$ cat config.mk
export PLATFORM = sky130hd
export DESIGN_NAME = parallel_port_flag_pin_mux
export DESIGN_NICKNAME = d
export VERILOG_FILES = /design/src/logic/par_flag_pkg.sv /design/src/logic/parallel_port_flag_pin_mux.sv /design/src/logic/pin_sync3.sv /design/src/logic/signal_pin_cell.sv
export SDC_FILE = /design/constraint.sdc
export NUM_CORES = 1
export LEC_CHECK = 0
export BUFFER_PORTS_ARGS = -buffer_cell sky130_fd_sc_hd__buf_2
export CAP_MARGIN = 30
export CORE_MARGIN = 2
export CORE_UTILIZATION = 51
export DETAILED_ROUTE_END_ITERATION = 6
export PLACE_DENSITY = 0.84
export SLEW_MARGIN = 5
export SYNTH_ARGS = -nofsm -noshare
export SYNTH_HDL_FRONTEND = slang
export SYNTH_SLANG_ARGS = --single-unit
$ cat constraint.sdc
create_clock -name clk_i -period 3.4 [get_ports clk_i]
set_clock_uncertainty 0.2 [all_clocks]
set_input_delay 0.17 -clock clk_i [delete_from_list [all_inputs] [get_ports clk_i]]
set_output_delay 0.17 -clock clk_i [all_outputs]
set_load 0.01 [all_outputs]
$ cat src/logic/par_flag_pkg.sv
package par_flag_pkg;

    // ========================================================
    // system control bit positions
    localparam int CTL_W = 32;
    localparam int BIT_EXTERNAL_INTERRUPT_LINE_0_SEL = 16;
    localparam int BIT_EXTERNAL_INTERRUPT_LINE_1_SEL = 17;
    localparam int BIT_EXTERNAL_INTERRUPT_LINE_2_SEL = 18;
    localparam int BIT_SYS_TIMER_EXPIRED_SEL = 19;
    localparam int BIT_PINS_AS_FLAGS = 20;

    // ========================================================
    // widths
    localparam int AD_W = 16;
    localparam int ADDR_W = 24;
    localparam int NSIG = 4;

    // ========================================================
    // port timing in core cycles
    localparam logic [3:0] ALE_CYCLES = 4'h1;
    localparam logic [3:0] STROBE_CYCLES = 4'h2;

    // ========================================================
    // reset values
    localparam logic [AD_W-1:0] AD_RESET = 16'h0000;
    localparam logic [ADDR_W-1:0] ADDR_RESET = 24'hFFFFFF;

    typedef enum logic [2:0] {
        ST_IDLE = 3'b000,
        ST_ADDR = 3'b001,
        ST_DATA = 3'b010,
        ST_DONE = 3'b011
    } port_state_e;

endpackage

$ cat src/logic/parallel_port_flag_pin_mux.sv
`timescale 1ns/100ps

// Overview of operation
// - 8-bit mode: strobe address latch when address bits 23..8 change.
// - 16-bit mode: strobe address latch when address bits 15..0 change.
// - shared pins carry address then data; latch strobe marks phase.
// - read strobe low for every external read.
// - write strobe low for every external write.
// - latch strobe active high after reset; software may invert it.
// - strobes stay deasserted while shared pins are flags.
// - control bit 20 with port disabled makes shared pins sixteen flags.
// - input channel 0 takes parallel data from shared pins when selected.
// - each signal pin is input or output; inputs testable.
// - as SPI master, any signal pin can drive a slave select.
// - in SPI master boot, signal pin zero is the slave select.
// - control bit 16 makes signal pin zero interrupt line 0.
// - control bit 17 makes signal pin one interrupt line 1.
// - control bit 18 makes signal pin two interrupt line 2.
// - control bit 19 makes signal pin three show timer expiry.
// - reset: read/write high, latch strobe low, signal pins three-stated.
module parallel_port_flag_pin_mux
    import par_flag_pkg::*;
(
    // clock and reset
    input wire logic clk_i,
    input wire logic rst_i,
    // configuration
    input wire logic [CTL_W-1:0] system_control_reg_i,
    input wire logic port_enable_i,
    input wire logic wide_mode_i,
    input wire logic ale_active_low_i,
    input wire logic input_port_parallel_ctl_i,
    input wire logic spi_master_i,
    input wire logic spi_boot_i,
    input wire logic [NSIG-1:0] spi_sel_map_i,
    input wire logic spi_select_n_i,
    input wire logic sys_timer_expired_i,
    // external access requests
    input wire logic req_valid_i,
    input wire logic req_write_i,
    input wire logic [ADDR_W-1:0] req_addr_i,
    input wire logic [AD_W-1:0] req_wdata_i,
    output logic req_ready_o,
    output logic rdata_valid_o,
    output logic [AD_W-1:0] rdata_o,
    // shared address/data pins
    input wire logic [AD_W-1:0] par_addr_data_pins_i,
    output logic [AD_W-1:0] par_addr_data_pins_o,
    output logic [AD_W-1:0] par_addr_data_pins_oe_o,
    output logic rd_n_o,
    output logic wr_n_o,
    output logic ale_o,
    // shared pins as flags
    input wire logic [AD_W-1:0] shared_flag_dir_i,
    input wire logic [AD_W-1:0] shared_flag_level_i,
    output logic [AD_W-1:0] shared_pin_flags_o,
    // input data port channel 0
    output logic [AD_W-1:0] input_data_port_o,
    output logic input_data_port_valid_o,
    // general signal pins
    input wire logic [NSIG-1:0] sig_dir_i,
    input wire logic [NSIG-1:0] sig_level_i,
    input wire logic [NSIG-1:0] general_signal_pins_i,
    output logic [NSIG-1:0] general_signal_pins_o,
    output logic [NSIG-1:0] general_signal_pins_oe_o,
    output logic [NSIG-1:0] sig_test_o,
    output logic external_interrupt_line_0_o,
    output logic external_interrupt_line_1_o,
    output logic external_interrupt_line_2_o
);

    // ========================================================
    // mode decode
    wire pins_as_flags = system_control_reg_i[BIT_PINS_AS_FLAGS] & ~port_enable_i;
    wire port_live = port_enable_i & ~pins_as_flags;
    wire idp_sel = input_port_parallel_ctl_i & ~port_enable_i & ~pins_as_flags;
    wire [NSIG-1:0] irq_sel = {1'b0, system_control_reg_i[BIT_EXTERNAL_INTERRUPT_LINE_2_SEL],
        system_control_reg_i[BIT_EXTERNAL_INTERRUPT_LINE_1_SEL], system_control_reg_i[BIT_EXTERNAL_INTERRUPT_LINE_0_SEL]};
    wire sys_timer_expired_sel = system_control_reg_i[BIT_SYS_TIMER_EXPIRED_SEL];

    // ========================================================
    // synchronised inputs
    logic [AD_W-1:0] ad_sync;
    logic [NSIG-1:0] sig_sync;

    pin_sync3 #(.W(AD_W)) u_ad_sync (
        .clk_i(clk_i),
        .rst_i(rst_i),
        .async_i(par_addr_data_pins_i),
        .sync_o(ad_sync)
    );

    pin_sync3 #(.W(NSIG)) u_sig_sync (
        .clk_i(clk_i),
        .rst_i(rst_i),
        .async_i(general_signal_pins_i),
        .sync_o(sig_sync)
    );

    // ========================================================
    // parallel port sequencer
    port_state_e state_reg;
    port_state_e state_next;
    logic [3:0] cnt_reg;
    logic [ADDR_W-1:0] last_addr_reg;
    logic write_reg;
    logic [ADDR_W-1:0] addr_reg;
    logic [AD_W-1:0] wdata_reg;

    wire take = (state_reg == ST_IDLE) & req_valid_i & port_live;
    wire hi_change = req_addr_i[ADDR_W-1:8] != last_addr_reg[ADDR_W-1:8];
    wire lo_change = req_addr_i[AD_W-1:0] != last_addr_reg[AD_W-1:0];
    wire need_ale = wide_mode_i ? lo_change : hi_change;
    wire cnt_done = cnt_reg == 4'h0;

    always_comb begin
        state_next = state_reg;
        unique case (state_reg)
            ST_IDLE: begin
                if (take) begin
                    state_next = need_ale ? ST_ADDR : ST_DATA;
                end
            end
            ST_ADDR: begin
                if (cnt_done) begin
                    state_next = ST_DATA;
                end
            end
            ST_DATA: begin
                if (cnt_done) begin
                    state_next = ST_DONE;
                end
            end
            ST_DONE: begin
                state_next = ST_IDLE;
            end
            default: begin
                state_next = ST_IDLE;
            end
        endcase
    end

    wire [3:0] cnt_load = (state_next == ST_ADDR) ? ALE_CYCLES - 4'h1 : STROBE_CYCLES - 4'h1;
    wire entering = state_next != state_reg;

    always_ff @(posedge clk_i) begin
        if (rst_i) begin
            state_reg <= ST_IDLE;
            cnt_reg <= 4'h0;
        end else begin
            state_reg <= state_next;
            cnt_reg <= entering ? cnt_load : (cnt_done ? 4'h0 : cnt_reg - 4'h1);
        end
    end

    always_ff @(posedge clk_i) begin
        if (rst_i) begin
            last_addr_reg <= ADDR_RESET;
            write_reg <= 1'b0;
            addr_reg <= ADDR_RESET;
            wdata_reg <= AD_RESET;
        end else if (take) begin
            last_addr_reg <= req_addr_i;
            write_reg <= req_write_i;
            addr_reg <= req_addr_i;
            wdata_reg <= req_wdata_i;
        end
    end

    // ========================================================
    // pin outputs: address phase then data phase
    wire in_addr = state_next == ST_ADDR;
    wire in_data = state_next == ST_DATA;
    // request registers load on the take edge, so that edge reads the request itself
    wire cur_write = take ? req_write_i : write_reg;
    wire [ADDR_W-1:0] cur_addr = take ? req_addr_i : addr_reg;
    wire [AD_W-1:0] cur_wdata = take ? req_wdata_i : wdata_reg;
    wire ale_on = in_addr & port_live;
    wire rd_on = in_data & ~cur_write & port_live;
    wire wr_on = in_data & cur_write & port_live;
    wire [AD_W-1:0] addr_phase = wide_mode_i ? cur_addr[AD_W-1:0] : cur_addr[ADDR_W-1:8];
    wire [AD_W-1:0] ad_out = pins_as_flags ? shared_flag_level_i :
        (in_addr ? addr_phase : cur_wdata);
    wire [AD_W-1:0] ad_oe = pins_as_flags ? shared_flag_dir_i :
        {AD_W{port_live & (in_addr | wr_on)}};

    always_ff @(posedge clk_i) begin
        if (rst_i) begin
            rd_n_o <= 1'b1;
            wr_n_o <= 1'b1;
            ale_o <= 1'b0;
            par_addr_data_pins_o <= AD_RESET;
            par_addr_data_pins_oe_o <= AD_RESET;
        end else begin
            rd_n_o <= ~rd_on;
            wr_n_o <= ~wr_on;
            ale_o <= ale_on ^ ale_active_low_i;
            par_addr_data_pins_o <= ad_out;
            par_addr_data_pins_oe_o <= ad_oe;
        end
    end

    // read data captured at the end of the strobe
    wire read_cap = (state_reg == ST_DATA) & cnt_done & ~write_reg;

    always_ff @(posedge clk_i) begin
        if (rst_i) begin
            req_ready_o <= 1'b0;
            rdata_valid_o <= 1'b0;
            rdata_o <= AD_RESET;
        end else begin
            req_ready_o <= state_next == ST_IDLE & port_live;
            rdata_valid_o <= read_cap;
            if (read_cap) begin
                rdata_o <= par_addr_data_pins_i;
            end
        end
    end

    // ========================================================
    // flags and input port
    always_ff @(posedge clk_i) begin
        if (rst_i) begin
            shared_pin_flags_o <= AD_RESET;
            input_data_port_o <= AD_RESET;
            input_data_port_valid_o <= 1'b0;
        end else begin
            shared_pin_flags_o <= pins_as_flags ? ad_sync : AD_RESET;
            input_data_port_o <= idp_sel ? ad_sync : AD_RESET;
            input_data_port_valid_o <= idp_sel;
        end
    end

    // ========================================================
    // general signal pins
    wire [NSIG-1:0] spi_drive = spi_master_i ? spi_sel_map_i : {NSIG{1'b0}};
    wire [NSIG-1:0] boot_drive = {{(NSIG-1){1'b0}}, spi_boot_i};
    wire [NSIG-1:0] sys_timer_expired_drive = {sys_timer_expired_sel, {(NSIG-1){1'b0}}};
    wire [NSIG-1:0] alt_out = spi_drive | boot_drive | sys_timer_expired_drive;
    wire [NSIG-1:0] alt_lvl;

    genvar g;
    generate
        for (g = 0; g < NSIG; g = g + 1) begin : g_sig
            assign alt_lvl[g] = sys_timer_expired_drive[g] ? sys_timer_expired_i : spi_select_n_i;
            signal_pin_cell u_cell (
                .clk_i(clk_i),
                .rst_i(rst_i),
                .alt_out_i(alt_out[g]),
                .alt_level_i(alt_lvl[g]),
                .alt_in_i(irq_sel[g]),
                .dir_out_i(sig_dir_i[g]),
                .level_i(sig_level_i[g]),
                .pin_o(general_signal_pins_o[g]),
                .pin_oe_o(general_signal_pins_oe_o[g])
            );
        end
    endgenerate

    always_ff @(posedge clk_i) begin
        if (rst_i) begin
            sig_test_o <= '0;
            external_interrupt_line_0_o <= 1'b0;
            external_interrupt_line_1_o <= 1'b0;
            external_interrupt_line_2_o <= 1'b0;
        end else begin
            sig_test_o <= sig_sync;
            external_interrupt_line_0_o <= irq_sel[0] & sig_sync[0];
            external_interrupt_line_1_o <= irq_sel[1] & sig_sync[1];
            external_interrupt_line_2_o <= irq_sel[2] & sig_sync[2];
        end
    end
endmodule

$ cat src/logic/pin_sync3.sv
`timescale 1ns/100ps
module pin_sync3
    import par_flag_pkg::*;
#(
    parameter int W = 1
) (
    // clock and reset
    input wire logic clk_i,
    input wire logic rst_i,
    // pins
    input wire logic [W-1:0] async_i,
    output logic [W-1:0] sync_o
);

    logic [W-1:0] s1_reg;
    logic [W-1:0] s2_reg;
    logic [W-1:0] s3_reg;
    logic [W-1:0] out_reg;
    wire [W-1:0] agree = ~(s2_reg ^ s3_reg);

    always_ff @(posedge clk_i) begin
        s1_reg <= async_i;
        s2_reg <= s1_reg;
        s3_reg <= s2_reg;
    end

    // a change counts once stages two and three agree
    always_ff @(posedge clk_i) begin
        if (rst_i) begin
            out_reg <= '0;
        end else begin
            out_reg <= (agree & s3_reg) | (~agree & out_reg);
        end
    end

    assign sync_o = out_reg;

endmodule

$ cat src/logic/signal_pin_cell.sv
`timescale 1ns/100ps
module signal_pin_cell (
    // clock and reset
    input wire logic clk_i,
    input wire logic rst_i,
    // selection
    input wire logic alt_out_i,
    input wire logic alt_level_i,
    input wire logic alt_in_i,
    input wire logic dir_out_i,
    input wire logic level_i,
    // pad
    output logic pin_o,
    output logic pin_oe_o
);

    wire drive = alt_out_i | (dir_out_i & ~alt_in_i);
    wire level = alt_out_i ? alt_level_i : level_i;

    // three-stated during and after reset
    always_ff @(posedge clk_i) begin
        if (rst_i) begin
            pin_oe_o <= 1'b0;
            pin_o <= 1'b0;
        end else begin
            pin_oe_o <= drive;
            pin_o <= level;
        end
    end

endmodule

Word level (Yosys, flattened, before mapping)
Cells that the tools add are included.
{"block": "classes", "n_bitwise": 51, "n_addsub": 1, "n_eq_ne": 7, "n_mux": 22, "n_reduce_logical": 5}
{"operator": "$mux 16", "n": 5}
{"operator": "$and 16x16->16", "n": 2}
{"operator": "$ne 16x16->1", "n": 2}
{"operator": "$not 16->16", "n": 2}
{"operator": "$mux 24", "n": 1}
{"operator": "$and 1x1->1", "n": 21}
{"operator": "$or 16x16->16", "n": 1}
{"operator": "$xor 16x16->16", "n": 1}
{"operator": "$mux 4", "n": 3}
{"operator": "$not 1->1", "n": 10}
{"operator": "$mux 3", "n": 3}
{"operator": "$pmux 3 s3", "n": 1}
{"operator": "$and 4x4->4", "n": 2}
{"operator": "$mux 1", "n": 8}
{"operator": "$not 4->4", "n": 2}
{"operator": "$or 4x4->4", "n": 2}
{"operator": "$eq 3x1->1 const B", "n": 2}
{"operator": "$eq 3x2->1 const B", "n": 2}
{"operator": "$logic_not 3->1", "n": 2}
{"operator": "$or 1x1->1", "n": 5}
{"operator": "$logic_not 4->1", "n": 1}
{"operator": "$or 4x1->4", "n": 1}
{"operator": "$reduce_or 2->1", "n": 2}
{"operator": "$sub 4x1->4 const B", "n": 1}
{"operator": "4 further kinds", "n": 4}
{"block": "word_totals", "register_bits": 253, "elab_cells": 123, "input_bits": 148}

Longest topological paths before layout
Gate-level depths: netlist (run 1).
{"block": "depth", "depth_word": 13, "mapped_depth": 10, "mapped_depth_nobuf": 8}

By module
From an unflattened synthesis (run 1), not the netlist that was laid out.
{"block": "unflattened", "hier_cells": 825, "hier_area_um2": 8237.9}
{"mod": "parallel_port_flag_pin_mux", "area_each_um2": 6017.0, "n_inst": 1, "seq_area_each_um2": 3303.2, "cells_per_inst": 655}
{"mod": "pin_sync3 at u_ad_sync", "area_each_um2": 1570.3, "n_inst": 1, "seq_area_each_um2": 1281.2, "cells_per_inst": 114}
{"mod": "pin_sync3 at u_sig_sync", "area_each_um2": 375.4, "n_inst": 1, "seq_area_each_um2": 320.3, "cells_per_inst": 28}
{"mod": "signal_pin_cell", "area_each_um2": 68.8, "n_inst": 4, "seq_area_each_um2": 40.0, "cells_per_inst": 7}

Worst setup path after synthesis (run 1)
Ideal clock, no wire load.
{"block": "synth_timing", "path_type": "register to register", "from": "reg cnt_reg[0]", "to": "reg par_addr_data_pins_o[3]", "setup_time_ns": 0.117, "path_slack_ns": 0.916, "required_ns": 3.083, "t_arrival_ns": 2.166, "stages_incl_launch_ff": 10, "n_path_buf": 1, "cell_sequence": "dfxtp_1 inv_1 ha_1 nor3b_1 mux2i_1 o21ai_1 o21ai_1 buf_2 or3_1 a32o_1"}
{"block": "synth_between", "elab_chain_len": 6, "word_cells_on_any_way": 7, "cone_classes": "1 x eq/ne; 5 x mux; 1 x reduce/logical"}
{"item": "start, declared", "line_no": "parallel_port_flag_pin_mux.sv:104", "rtl": "logic [3:0] cnt_reg;"}
{"item": "start signal, assigned", "line_no": "parallel_port_flag_pin_mux.sv:152", "rtl": "cnt_reg <= entering ? cnt_load : (cnt_done ? 4'h0 : cnt_reg - 4'h1);"}
{"item": "$logic_not 4->1 *", "line_no": "parallel_port_flag_pin_mux.sv:114", "rtl": "wire cnt_done = cnt_reg == 4'h0;"}
{"item": "$mux 3, on equally long branches", "line_no": "parallel_port_flag_pin_mux.sv:130, parallel_port_flag_pin_mux.sv:125"}
{"item": "$pmux 3 s3 *", "line_no": "parallel_port_flag_pin_mux.sv:118", "rtl": "unique case (state_reg)"}
{"item": "$eq 3x1->1 *", "line_no": "parallel_port_flag_pin_mux.sv:172", "rtl": "wire in_addr = state_next == ST_ADDR;"}
{"item": "$mux 16 *", "line_no": "parallel_port_flag_pin_mux.sv:183", "rtl": "(in_addr ? addr_phase : cur_wdata);"}
{"item": "$mux 16 *", "line_no": "parallel_port_flag_pin_mux.sv:182", "rtl": "wire [AD_W-1:0] ad_out = pins_as_flags ? shared_flag_level_i :"}
{"item": "end signal, assigned", "line_no": "parallel_port_flag_pin_mux.sv:198", "rtl": "par_addr_data_pins_o <= ad_out;"}
{"item": "end, declared", "line_no": "parallel_port_flag_pin_mux.sv:48", "rtl": "output logic [AD_W-1:0] par_addr_data_pins_o,"}
Every way passes the cells marked *; elsewhere a longest branch is shown, timed or not.
A chain may end at the register's enable or synchronous reset.

Final worst setup path (run 1)
{"block": "layout_timing", "from": "reg last_addr_reg[22]", "to": "reg par_addr_data_pins_o[0]"}
{"block": "layout_between", "elab_chain_len": 8}
{"item": "start, declared", "line_no": "parallel_port_flag_pin_mux.sv:105", "rtl": "logic [ADDR_W-1:0] last_addr_reg;"}
{"item": "start signal, assigned", "line_no": "parallel_port_flag_pin_mux.sv:163", "rtl": "last_addr_reg <= req_addr_i;"}
{"item": "$ne 16x16->1", "line_no": "parallel_port_flag_pin_mux.sv:111", "rtl": "wire hi_change = req_addr_i[ADDR_W-1:8] != last_addr_reg[ADDR_W-1:8];"}
{"item": "$mux 1", "line_no": "parallel_port_flag_pin_mux.sv:113", "rtl": "wire need_ale = wide_mode_i ? lo_change : hi_change;"}
{"item": "$mux 2", "line_no": "parallel_port_flag_pin_mux.sv:121", "rtl": "state_next = need_ale ? ST_ADDR : ST_DATA;"}
{"item": "$mux 3", "line_no": "parallel_port_flag_pin_mux.sv:120", "rtl": "if (take) begin"}
{"item": "$pmux 3 s3", "line_no": "parallel_port_flag_pin_mux.sv:118"}
{"item": "$eq 3x1->1", "line_no": "parallel_port_flag_pin_mux.sv:172"}
{"item": "$mux 16", "line_no": "parallel_port_flag_pin_mux.sv:183"}
{"item": "$mux 16", "line_no": "parallel_port_flag_pin_mux.sv:182"}
No other way between the ends.

==> results of run 1 <==
==> stage by stage <==
stage	hold WS, ps	util (%)	instance area, um^2	power, mW	std cells
floorplan	-2.28	-	8310	3.49	831
global placement	73.1	60.0	9530	3.66	1221
detailed placement	73.7	60.1	9550	3.68	1223
CTS	74.2	74.2	11800	6.76	1401
global route	78.0	74.3	11800	7.02	1401
finish	81.8	74.3	11800	6.78	1401
==> power by group <==
group	leakage [nW]	switching [mW]	internal [mW]
registers	2.08	0.0654	3.10
clock network	0.451	1.17	1.85
logic	2.75	0.295	0.309
total	5.29	1.53	5.26
==> cell type report <==
class | instances | area (um^2)
Inverter | 5 | 18.8
Clock inverter | 13 | 211
Fill cell | 1035 | 4080
Multi-Input combinational cell | 518 | 3000
Sequential cell | 253 | 5060
Clock buffer | 32 | 702
Timing Repair Buffer | 364 | 2540
Tap cell | 216 | 270
==> worst paths after layout <==
path	endpoint	slack, ps	cells after the start
worst min register to register	u_ad_sync.s2_reg[11]$_DFF_P_	120	0
worst min-delay path	u_sig_sync.s1_reg[3]$_DFF_P_	80	2
worst max register to register	par_addr_data_pins_o[0]$_SDFF_PP0_	190	8
worst max-delay path	par_addr_data_pins_o[0]$_SDFF_PP0_	190	8
==> repair_timing <==
action | in CTS | in global routing
hold buffers | 133 | 0
endpoints found under the hold margin | 167 | 0
resized for setup | 0 | 2
endpoints found under the setup margin | 0 | 10
==> logic make-up (layout without fill, tap and decap cells) <==
family                     count (synthesis)  count (layout)  share of synthesized area (%)
AOI/OAI and AO/OA                        145             145                           10.2
other                                      1               1                         0.0451
and+or+nand+nor                          317             317                           17.7
xor gates and xnor gates                  26              26                           2.74
muxes                                     28              28                           4.73
buffers and inverters                     60             414                           3.46
DFF                                      253             253                           61.0
adders and majority gates                  1               1                          0.151
==> layer usage <==
layer / vias to the layer above / wire, um / global-route usage [%]
li1: 3484 / - / -
met1: 3496 / 8790 / 29.7
met2: 322 / 12400 / 49.9
met3: 88 / 1570 / 4.90
met4: 0 / 1020 / 11.7
met5: - / 0 / 0
==> placed cells by master, fill, tap and decap left out, drive strengths merged <==
cell / count
mux4: 9
o21ai: 40
o31a: 1
a32o: 16
bufinv: 5
or4: 4
xor2: 16
or3: 10
o211ai: 1
xnor2: 10
a211o: 7
and2: 35
nor4: 4
dfxtp: 253
a21oi: 77
and3: 1
nor4b: 1
nand2: 160
nand3: 42
o31ai: 2
mux2i: 19
clkinvlp: 1
nor2: 31
nand3b: 7
o2111ai: 1
buf: 231
nand4: 4
ha: 1
nor3b: 1
clkbuf: 32
conb: 1
dlygate4sd3: 133
nor3: 7
nand2b: 4
clkinv: 5
inv: 7
nor2b: 6
==> impl_summary.md, run 1 <==
STA
Across all setup checks in the final design, the least slack found is 188 ps. The max-slew violation count is 0. Subtracting the final worst setup slack from the clock period gives 3210 ps. The number of hold violations in the final report is 0. The fmax is 0.311 GHz. Setup violations remaining at the end of the flow were counted as 0.

Setup repair after global routing left no endpoint under its margin. The final critical path takes up 94.5% of the cycle. Setup total negative slack on the finished layout was measured at 0 ps.

The worst-case headroom to the max-slew limit is 38.4%. For the pin with the worst max-slew slack, the measured transition is 917 ps.

Clock tree
The clock reaches the later pin of the worst-skew pair after 530 ps. The clock tree from TritonCTS is done. After clock tree synthesis, the setup repair step added 0 buffers.

The H-tree level count is 1. The maximum root-to-sink buffer count is 3. The clock sink count is 253.

After clock tree synthesis, the clock-pin slew on the worst setup and hold paths is 60 ps. TritonCTS created 25 clock buffers. The tree is rooted in a clkbuf_16.

Placed design
Detailed placement ended at an HPWL of 13700 um. The final RePlAce weighted congestion is 0.828. The setup slack at placement is 416 ps. The total of buffers placed on input and output ports is 221.

Setup path
The largest incremental delay on the critical path is 560 ps. In this run the worst path has a maximum fanout of 30. The critical path contains buffers and inverters numbering 2 combined. The category of the worst setup path capture point is a flop. Walking the worst path, the cells encountered are xnor2_1 -> nand3_1 -> or4_1 -> a21oi_2 -> buf_12 -> o21ai_0 -> a32o_1 -> dlygate4sd3_1.

The required time reported for the critical path endpoint is 3620 ps. The critical path is of the flop to flop type. Broken down by cell family, the worst path's largest delay share belongs to compound AO/OA/AOI/OAI gates. The highest-delay cell along the critical path is dlygate4sd3_1.

The worst setup path is launched from a flop. The beginning of the worst register-to-register path is last_addr_reg[22]$_SDFFE_PP1P_. At the worst endpoint, the arrival time is 3430 ps. The critical path startpoint is last_addr_reg[22]$_SDFFE_PP1P_.

Drt
The vias per cell is 5.27. The count of nets left with antenna violations once routing finished came out at 0. In this run, the number of DRC markers left after iteration 0 of detailed routing was 430.

In the final routed layout, each cell accounts on average for 17.0 um. The remaining routing DRC violations is 0. Detailed routing inserted a total of 7390 vias.

The routed design has 23800 um of wire. The detailed-routing iteration count for the pre-antenna-repair pass is 5.

GRT
Global routing consumed, over all layers together, 26.8% of the routing resources. The via count of the first global-routing pass is 7465. Summed over all layers, the global routing overflow is 0. The first global-routing pass estimated 37600 um of wire. The number of antenna violations at the first check in global routing was 0.

Entering global routing, the biggest net connects 64 pins.

Min path
The startpoint identified for the worst hold timing path is general_signal_pins_i[3]. The worst hold-check path type is primary input to flop.

Cells and area
At the end of the flow, the number of nets in the layout was 1316. The area growth from synthesis to layout is 42.1%. Of the cells placed in the final design, the portion with a size suffix greater than 1 is 24.6%. The count of inserted antenna diode cells is 0.

Logic synthesis
Counting flops with an async set or reset pin after synthesis yields a share of 0%. The leading cell type by number of instances after synthesis is dfxtp_1. The share of synthesized area occupied by flip-flops and latches is 61.0%.

The count of flip-flops with a built-in enable after synthesis is 0. For this run, the leading register cell type out of synthesis is dfxtp_1. After synthesis, the cell types taking the most area are dfxtp_1 (61%), nand2_1 (7.2%), a21oi_1 (4.6%).

The top cell type by area accounts for 61.0% of the synthesized area. The cell area that synthesis handed to floorplanning was 8310 um^2. The mean cell area of the mapped netlist is 10.0 um^2. The number of nets in the synthesized netlist is 980. The warning count from the yosys run is 0. The synthesized design contains 253 register bits. Counting distinct cell types in the post-synthesis netlist gives 40. By count the netlist is led by dfxtp_1 (253), nand2_1 (160), a21oi_1 (77), nand3_1 (42). The most area-hungry cell type in the Yosys netlist is dfxtp_1. The number of cells produced by synthesis is 831.

Run status
The run finished with clean final reports.

Power and ir drop
IR analysis of the VDD net gives a maximum drop of 486 uV. The leakage component of the power is 5.29 nW. The cell area power density is 575 nW/um^2.

Die
Measured along the y axis, the die boundary spans 132 um. Once the floorplan was initialized, standard cells occupied 52.3% of the core. The region available for standard cell placement spans 15900 um^2.

The horizontal die dimension is 132 um. The floorplan has 46 rows. The boundary pin count is 249.

The die covers 17300 um^2.

Flow run
The tool flagged a number of max-cap violations equal to 0.
No activity file was read; power rests on OpenSTA's default activity.
==> inputs of run 2 (changes only) <==
--- a/config.mk
+++ b/config.mk
@@ -10,7 +10,8 @@
 export CORE_MARGIN = 2
 export CORE_UTILIZATION = 51
 export DETAILED_ROUTE_END_ITERATION = 6
-export PLACE_DENSITY = 0.84
+export GPL_TIMING_DRIVEN = 0
+export PLACE_DENSITY_LB_ADDON = 0.15
 export SLEW_MARGIN = 5
 export SYNTH_ARGS = -nofsm -noshare
 export SYNTH_HDL_FRONTEND = slang
==> run 2 against run 1 <==
  * Clock-buffer cell count rose by 1
  * Sequential power barely moved
  * Non-clock buffer count up 40
  * Cell area fell by 0.18%
  * Routed wire length fell by 3.2%
  * Die area did not move
  * Critical path type unchanged
  * Critical endpoint is now par_addr_data_pins_o[15]$_SDFF_PP0_
==> impl_summary.md, run 2 (synthesized netlist as in run 1, its figures left out) <==
STA
The sum of negative setup slack is 0 ps (unchanged). The post-route worst hold slack is 97.9 ps (+16.1 ps). The share of the clock period used by the worst path is 90.9% (-3.5 points).

Setup repair after global routing left no endpoint under its margin. The post-route minimum period is 3090 ps (-120 ps). The transition time of the tightest slew-check pin was 815 ps (-101 ps). The max-slew violation count is 0 (unchanged). The number of hold violations in the final report is 0 (unchanged). The setup slack of the critical path after layout is 309 ps (+120 ps). The number of endpoints failing setup at the final stage is 0 (unchanged).

The fmax is 0.323 GHz (+3.9%). The worst-case headroom to the max-slew limit is 45.7% (+7.3 points).

Placed design
The final RePlAce weighted congestion is 0.856 (+3.3%). The setup slack at placement came to 453 ps (+37.1 ps). The post-detailed-placement half-perimeter wirelength came to 15200 um (+11%).

The total of buffers placed on input and output ports is 220 (-0.45%).

Setup path
STA classifies the critical path startpoint as a flop. The type of the worst setup path is flop to flop. The critical-path maximum fanout is 10 (-67%).

The worst setup path is captured at a flop. The count of cell instances traversed by the critical path is 10 (+2). The end of the critical path is par_addr_data_pins_o[15]$_SDFF_PP0_. The beginning of the worst register-to-register path is cnt_reg[0]$_SDFF_PP0_. The total buffers and inverters traversed by the critical path came to 3 (+1). The most critical setup path has its startpoint at cnt_reg[0]$_SDFF_PP0_.

In this design, the critical path's most frequently occurring cell is o21ai_1. The slowest stage of the critical path belongs to the cell dlygate4sd3_1. The kind of cell with the highest combined delay along the critical path is buffers and inverters. The required time reported for the critical path endpoint was 3610 ps (about the same). The signal on the critical path passes through inv_1 -> ha_1 -> nor3b_2 -> mux2i_1 -> o21ai_1 -> o21ai_1 -> clkbuf_2 -> o21ai_0 -> a32o_1 -> dlygate4sd3_1.

The largest incremental delay on the critical path is 550 ps (about the same). The minimum setup slack among reg-to-reg paths was 310 ps (+120 ps). The cell depth of the worst flop-to-flop path was 10 (+2). The critical path arrival was 3300 ps (-130 ps). The worst register-to-register path ends at par_addr_data_pins_o[15]$_SDFF_PP0_.

Clock tree
The clock sink count was 253 (unchanged). The H-tree level count was 1 (unchanged). The clock tree from TritonCTS is done.

The clock transition at the registers of the reported paths is 60 ps (about the same). The maximum root-to-sink buffer count was 3 (unchanged). The clock root buffer master is clkbuf_16. The clock network latency to the later pin of the worst-skew pair was 520 ps (about the same).

The number of CTS-inserted buffers is 25 (unchanged).

Drt
The total via count after detailed routing is 7353 (-0.50%). The DRC violation total after the first TritonRoute iteration is 364 (-15%). The mean routed wirelength per cell is 16.0 um (-5.9%). The total length of routed wires is 23000 um (-3.2%). The vias per cell is 5.11 (-3.2%).

The remaining routing DRC violations is 0 (unchanged). The remaining number of nets flagged by the antenna check after routing is 0 (unchanged). The detailed-routing iteration count for the pre-antenna-repair pass is 5 (unchanged).

Cells and area
The number of nets at the end of the flow came to 1356 (+3.0%). The share of post-route cells with drive strength above 1 is 23.7% (-0.86 points). The count of inserted antenna diode cells came to 0 (unchanged).

The utilization of the core after routing is 74.2% (-0.13 points). In the layout the commonest cells are dfxtp_1 (253), buf_2 (226), nand2_1 (160). The filler cell count in the final layout is 1144 (+11%). The most common cell after layout, fill and taps aside is dfxtp_1. From synthesis to final layout, the design area changed by 41.8%.

Die
The horizontal die dimension is 132 um (unchanged). The die boundary height is 132 um (unchanged). The core outline area is 15900 um^2 (unchanged). The initial standard-cell utilization of the core is 52.3% (unchanged).

The floorplan die area was 17300 um^2 (unchanged). The boundary pin count is 249 (unchanged). The number of rows in the core area is 46 (unchanged).

GRT
The overall global routing resource usage is 25.9% (-0.93 points). The via count of the first global-routing pass came to 7296 (-2.3%). The global-route wire length before repair is 36400 um (-3.2%).

The number of antenna violations at the first check in global routing is 0 (unchanged). The remaining global-route overflow came to 0 (unchanged). The pin count of the biggest net entering global routing is 15 (-77%).

Min path
The worst hold path belongs to the class primary input to flop.

Flow run
The number of maximum-capacitance constraint violations is 0 (unchanged).

Power and ir drop
The leakage component of the power came to 5.26 nW (-0.53%). The cell area power density is 547 nW/um^2 (-4.8%). The peak ir drop on the vdd network is 508 uV (+4.7%). The overall power consumption came to 6.45 mW (-4.9%).

Run status
The flow ran to the end, and the final reports show no timing, DRC or antenna violations.
==> run 2: how the worst min path moves through the flow <==
stage,cells after the start,start,end,slack (ps)
after global placement,1,general_signal_pins_i[3],u_sig_sync.s1_reg[3]$_DFF_P_,70
after floorplan,0,par_addr_data_pins_i[0],u_ad_sync.s1_reg[0]$_DFF_P_,-2
after global routing,2,general_signal_pins_i[3],u_sig_sync.s1_reg[3]$_DFF_P_,80
after detailed placement,1,general_signal_pins_i[3],u_sig_sync.s1_reg[3]$_DFF_P_,70
final,2,general_signal_pins_i[3],u_sig_sync.s1_reg[3]$_DFF_P_,100
after CTS,2,general_signal_pins_i[0],u_sig_sync.s1_reg[0]$_DFF_P_,80
==> run 2: report_power, final <==
group	total, mW	switching, mW	internal, mW	leakage [nW]
Sequential	3.16	0.0601	3.10	2.08
Clock	2.68	1.11	1.57	0.396
Combinational	0.610	0.299	0.311	2.78
Total	6.45	1.47	4.98	5.26
==> run 2: final cells by class <==
cell class                      instances  area (um^2)  share of cell area (%)
Clock inverter                         11          111                   0.945
Sequential cell                       253         5060                    43.0
Timing Repair Buffer                  350         2400                    20.3
Tap cell                              216          270                    2.29
Inverter                                5         18.8                   0.159
Buffer                                 54          267                    2.26
Multi-Input combinational cell        518         2970                    25.2
Clock buffer                           33          686                    5.82
==> run 2: metal layers <==
layer / track usage, % / up-vias / part of all wire [%]
li1: - / 3564 / -
met1: 32.9 / 3436 / 43
met2: 44.2 / 297 / 47
met3: 5.13 / 56 / 6.5
met4: 8.82 / 0 / 2.9
met5: 0 / - / 0
==> run 2: worst reg2reg max path, delay by kind of cell (launching register included) <==
kind / cells / cell delay [ps]
AO/OA/AOI/OAI: 4 / 770
adder cells (fa/ha/maj): 1 / 200
AND/OR/NAND/NOR: 1 / 310
multiplexers: 1 / 230
flip-flops: 1 / 320
buffers and inverters: 3 / 970
==> run 2: repair_timing <==
| item | in CTS | in global routing |
|---|---|---|
| hold endpoints to repair | 151 | 0 |
| resized for setup | 0 | 4 |
| endpoints found under the setup margin | 0 | 3 |
| setup buffers | 0 | 0 |
| hold buffers | 128 | 0 |
==> run 2: metrics by stage <==
step	cell area [um^2]	cells
after floorplan	8310	831
final	11800	1440
after CTS	11800	1441
after global placement	9680	1267
after detailed placement	9690	1269
after global routing	11800	1440
==> inputs of run 3 (changes only) <==
--- a/config.mk
+++ b/config.mk
@@ -8,7 +8,8 @@
 export BUFFER_PORTS_ARGS = -buffer_cell sky130_fd_sc_hd__buf_2
 export CAP_MARGIN = 30
 export CORE_MARGIN = 2
-export CORE_UTILIZATION = 51
+export CORE_UTILIZATION = 30
+export CTS_CLUSTER_SIZE = 16
 export DETAILED_ROUTE_END_ITERATION = 6
 export GPL_TIMING_DRIVEN = 0
 export PLACE_DENSITY_LB_ADDON = 0.15
==> run 3 against run 2 <==
  * Sequential share of layout area down 0.98 points
  * Sequential power barely moved
  * First-iteration DRC count is 2.5% lower
  * Critical path type unchanged
==> impl_summary.md, run 3 (synthesized netlist as in run 1, its figures left out) <==
Cells and area
The non-filler instance count after layout is 1600 (+11%). The share of post-route cells with drive strength above 1 is 24.0% (+0.33 points). The most common cell after layout, fill and taps aside is dfxtp_1. The synthesis-to-finish area growth is 45.1%. The utilization of the core after routing is 44.5% (-30 points). The number of nets at the end of the flow is 1356 (unchanged). The cell area after layout is 12100 um^2 (+2.3%). In the layout the commonest cells are dfxtp_1 (253), buf_2 (226), nand2_1 (160). The count of inserted antenna diode cells is 0 (unchanged).

GRT
The pin count of the biggest net entering global routing came to 16 (+1). The overall global routing resource usage is 16.5% (-9.4 points). The global-route wire length before repair is 37100 um (+2.0%). The via count of the first global-routing pass is 6829 (-6.4%). The number of antenna violations at the first check in global routing is 0 (unchanged). The remaining global-route overflow is 0 (unchanged).

STA
The transition time of the tightest slew-check pin came to 870 ps (+54.9 ps). The max-slew violation count is 0 (unchanged). The number of endpoints failing setup at the final stage is 0 (unchanged). Setup repair after global routing left no endpoint under its margin. The worst-case headroom to the max-slew limit is 41.5% (-4.1 points). The number of hold violations in the final report is 0 (unchanged). The fmax is 0.319 GHz (-1.4%). The post-route minimum period came to 3130 ps (+42.5 ps). The share of the clock period used by the worst path is 92.2% (+1.3 points).

The sum of negative setup slack is 0 ps (unchanged). The setup slack of the critical path after layout came to 266 ps (-42.5 ps). The post-route worst hold slack is 49.1 ps (-48.9 ps).

Die
The floorplan die area came to 29000 um^2 (+68%). The boundary pin count came to 249 (unchanged). The number of rows in the core area is 60 (+30%). The core outline area came to 27100 um^2 (+71%). The die boundary height is 170 um (+29%).

The horizontal die dimension is 170 um (+29%). The initial standard-cell utilization of the core is 30.7% (-22 points).

Flow run
The number of maximum-capacitance constraint violations is 0 (unchanged).

Min path
The beginning of the worst hold path is input_port_parallel_ctl_i. The worst hold-check path type is primary input to flop.

Power and ir drop
The cell area power density came to 556 nW/um^2 (+1.6%). The overall power consumption came to 6.71 mW (+4.0%). The peak ir drop on the vdd network is 332 uV (-35%). The leakage component of the power is 5.29 nW (+0.59%).

Drt
The DRC violation total after the first TritonRoute iteration is 355 (-2.5%). The vias per cell is 4.46 (-13%). The total via count after detailed routing came to 7137 (-2.9%).

The detailed-routing iteration count for the pre-antenna-repair pass is 4 (-1). The remaining routing DRC violations was 0 (unchanged). The remaining number of nets flagged by the antenna check after routing is 0 (unchanged).

The mean routed wirelength per cell is 15.3 um (-4.3%). The total length of routed wires was 24500 um (+6.4%).

Clock tree
The clock network latency to the later pin of the worst-skew pair was 550 ps (+30 ps). The post-CTS setup-driven buffer insertion count is 0 (unchanged). The clock sink count is 253 (unchanged). The H-tree level count is 1 (unchanged).

The maximum root-to-sink buffer count is 3 (unchanged). TritonCTS built the clock tree. The clock root buffer master is clkbuf_16.

The number of CTS-inserted buffers came to 28 (+12%). The clock transition at the registers of the reported paths is 60 ps (about the same).

Placed design
The post-placement cell count is 1424 (+12%). The final RePlAce weighted congestion was 0.830 (-3.0%). The setup slack at placement is 277 ps (-176 ps).

The post-detailed-placement half-perimeter wirelength was 17300 um (+14%). The placed cell area is 9890 um^2 (+2.0%). The total of buffers placed on input and output ports came to 220 (unchanged).

Setup path
The cell family contributing the most delay on the critical path is simple AND/OR/NAND/NOR gates. The signal on the critical path passes through buf_6 -> nor4_2 -> nand4_1 -> a21oi_1 -> buf_2 -> clkbuf_1 -> o21ai_0 -> a32o_1. The critical path startpoint is state_reg[2]$_SDFF_PP0_. The category of the worst setup path capture point is a flop.

In this run the critical register-to-register path is launched from state_reg[2]$_SDFF_PP0_. The total buffers and inverters traversed by the critical path is 3 (unchanged). The largest incremental delay on the critical path is 720 ps (+170 ps). The critical-path maximum fanout was 10 (unchanged). The type of the worst setup path is flop to flop.

The slowest stage of the critical path belongs to the cell nor4_2. STA classifies the critical path startpoint as a flop. The critical path arrival is 3370 ps (+70 ps). The required time reported for the critical path endpoint is 3630 ps (+20 ps).

Run status
The run finished with clean final reports.
[run 3: changes by cell type in the layout (fill, tap and decap cells not counted), sizes merged]
cell	previous run	this run
bufinv	2	1
clkbuf	69	75
clkdlybuf4s18	1	0
clkinv	7	8
clkinvlp	1	3
dlygate4sd3	128	125
[run 3: repair_timing]
item,4_1_cts,5_1_grt
resized for setup,0,0
hold endpoints to repair,156,0
hold buffers,125,0
[run 3: path summary, 6_finish.rpt]
path,cells after the start,slack [ps],end
min,3,50,input_data_port_valid_o$_SDFF_PP0_
max,8,270,par_addr_data_pins_o[13]$_SDFF_PP0_
max reg2reg,8,270,par_addr_data_pins_o[13]$_SDFF_PP0_
min reg2reg,0,120,u_ad_sync.s2_reg[10]$_DFF_P_
[run 3: area by class of cell]
cell class / instances / area [um^2]
clock buffers: 38 / 788
inverters: 5 / 18.8
flip-flops and latches: 253 / 5060
clock inverters: 13 / 133
fillers: 2663 / 15000
multi-input cells: 518 / 2960
well taps: 372 / 465
plain buffers: 55 / 269
repair buffers: 346 / 2360
[run 3: metal layers]
layer	share of wire, %	vias to the layer above	track usage, %
met5	0	-	0
met4	2.5	0	5.57
met3	5.2	41	3.07
met2	47	214	27.3
met1	45	3302	21.6
li1	-	3580	-
[run 3: power by group]
part           total, mW  switching (mW)  internal [mW]
Combinational      0.605           0.297          0.308
Clock               2.94            1.23           1.71
Sequential          3.16          0.0573           3.10
Total               6.71            1.58           5.12
[run 3: worst register-to-register path, delay by kind of cell, from the launching register on]
kind	cells	cell delay [ps]
flip-flops	1	300
AND/OR/NAND/NOR	2	880
buffers and inverters	3	820
AO/OA/AOI/OAI	3	810
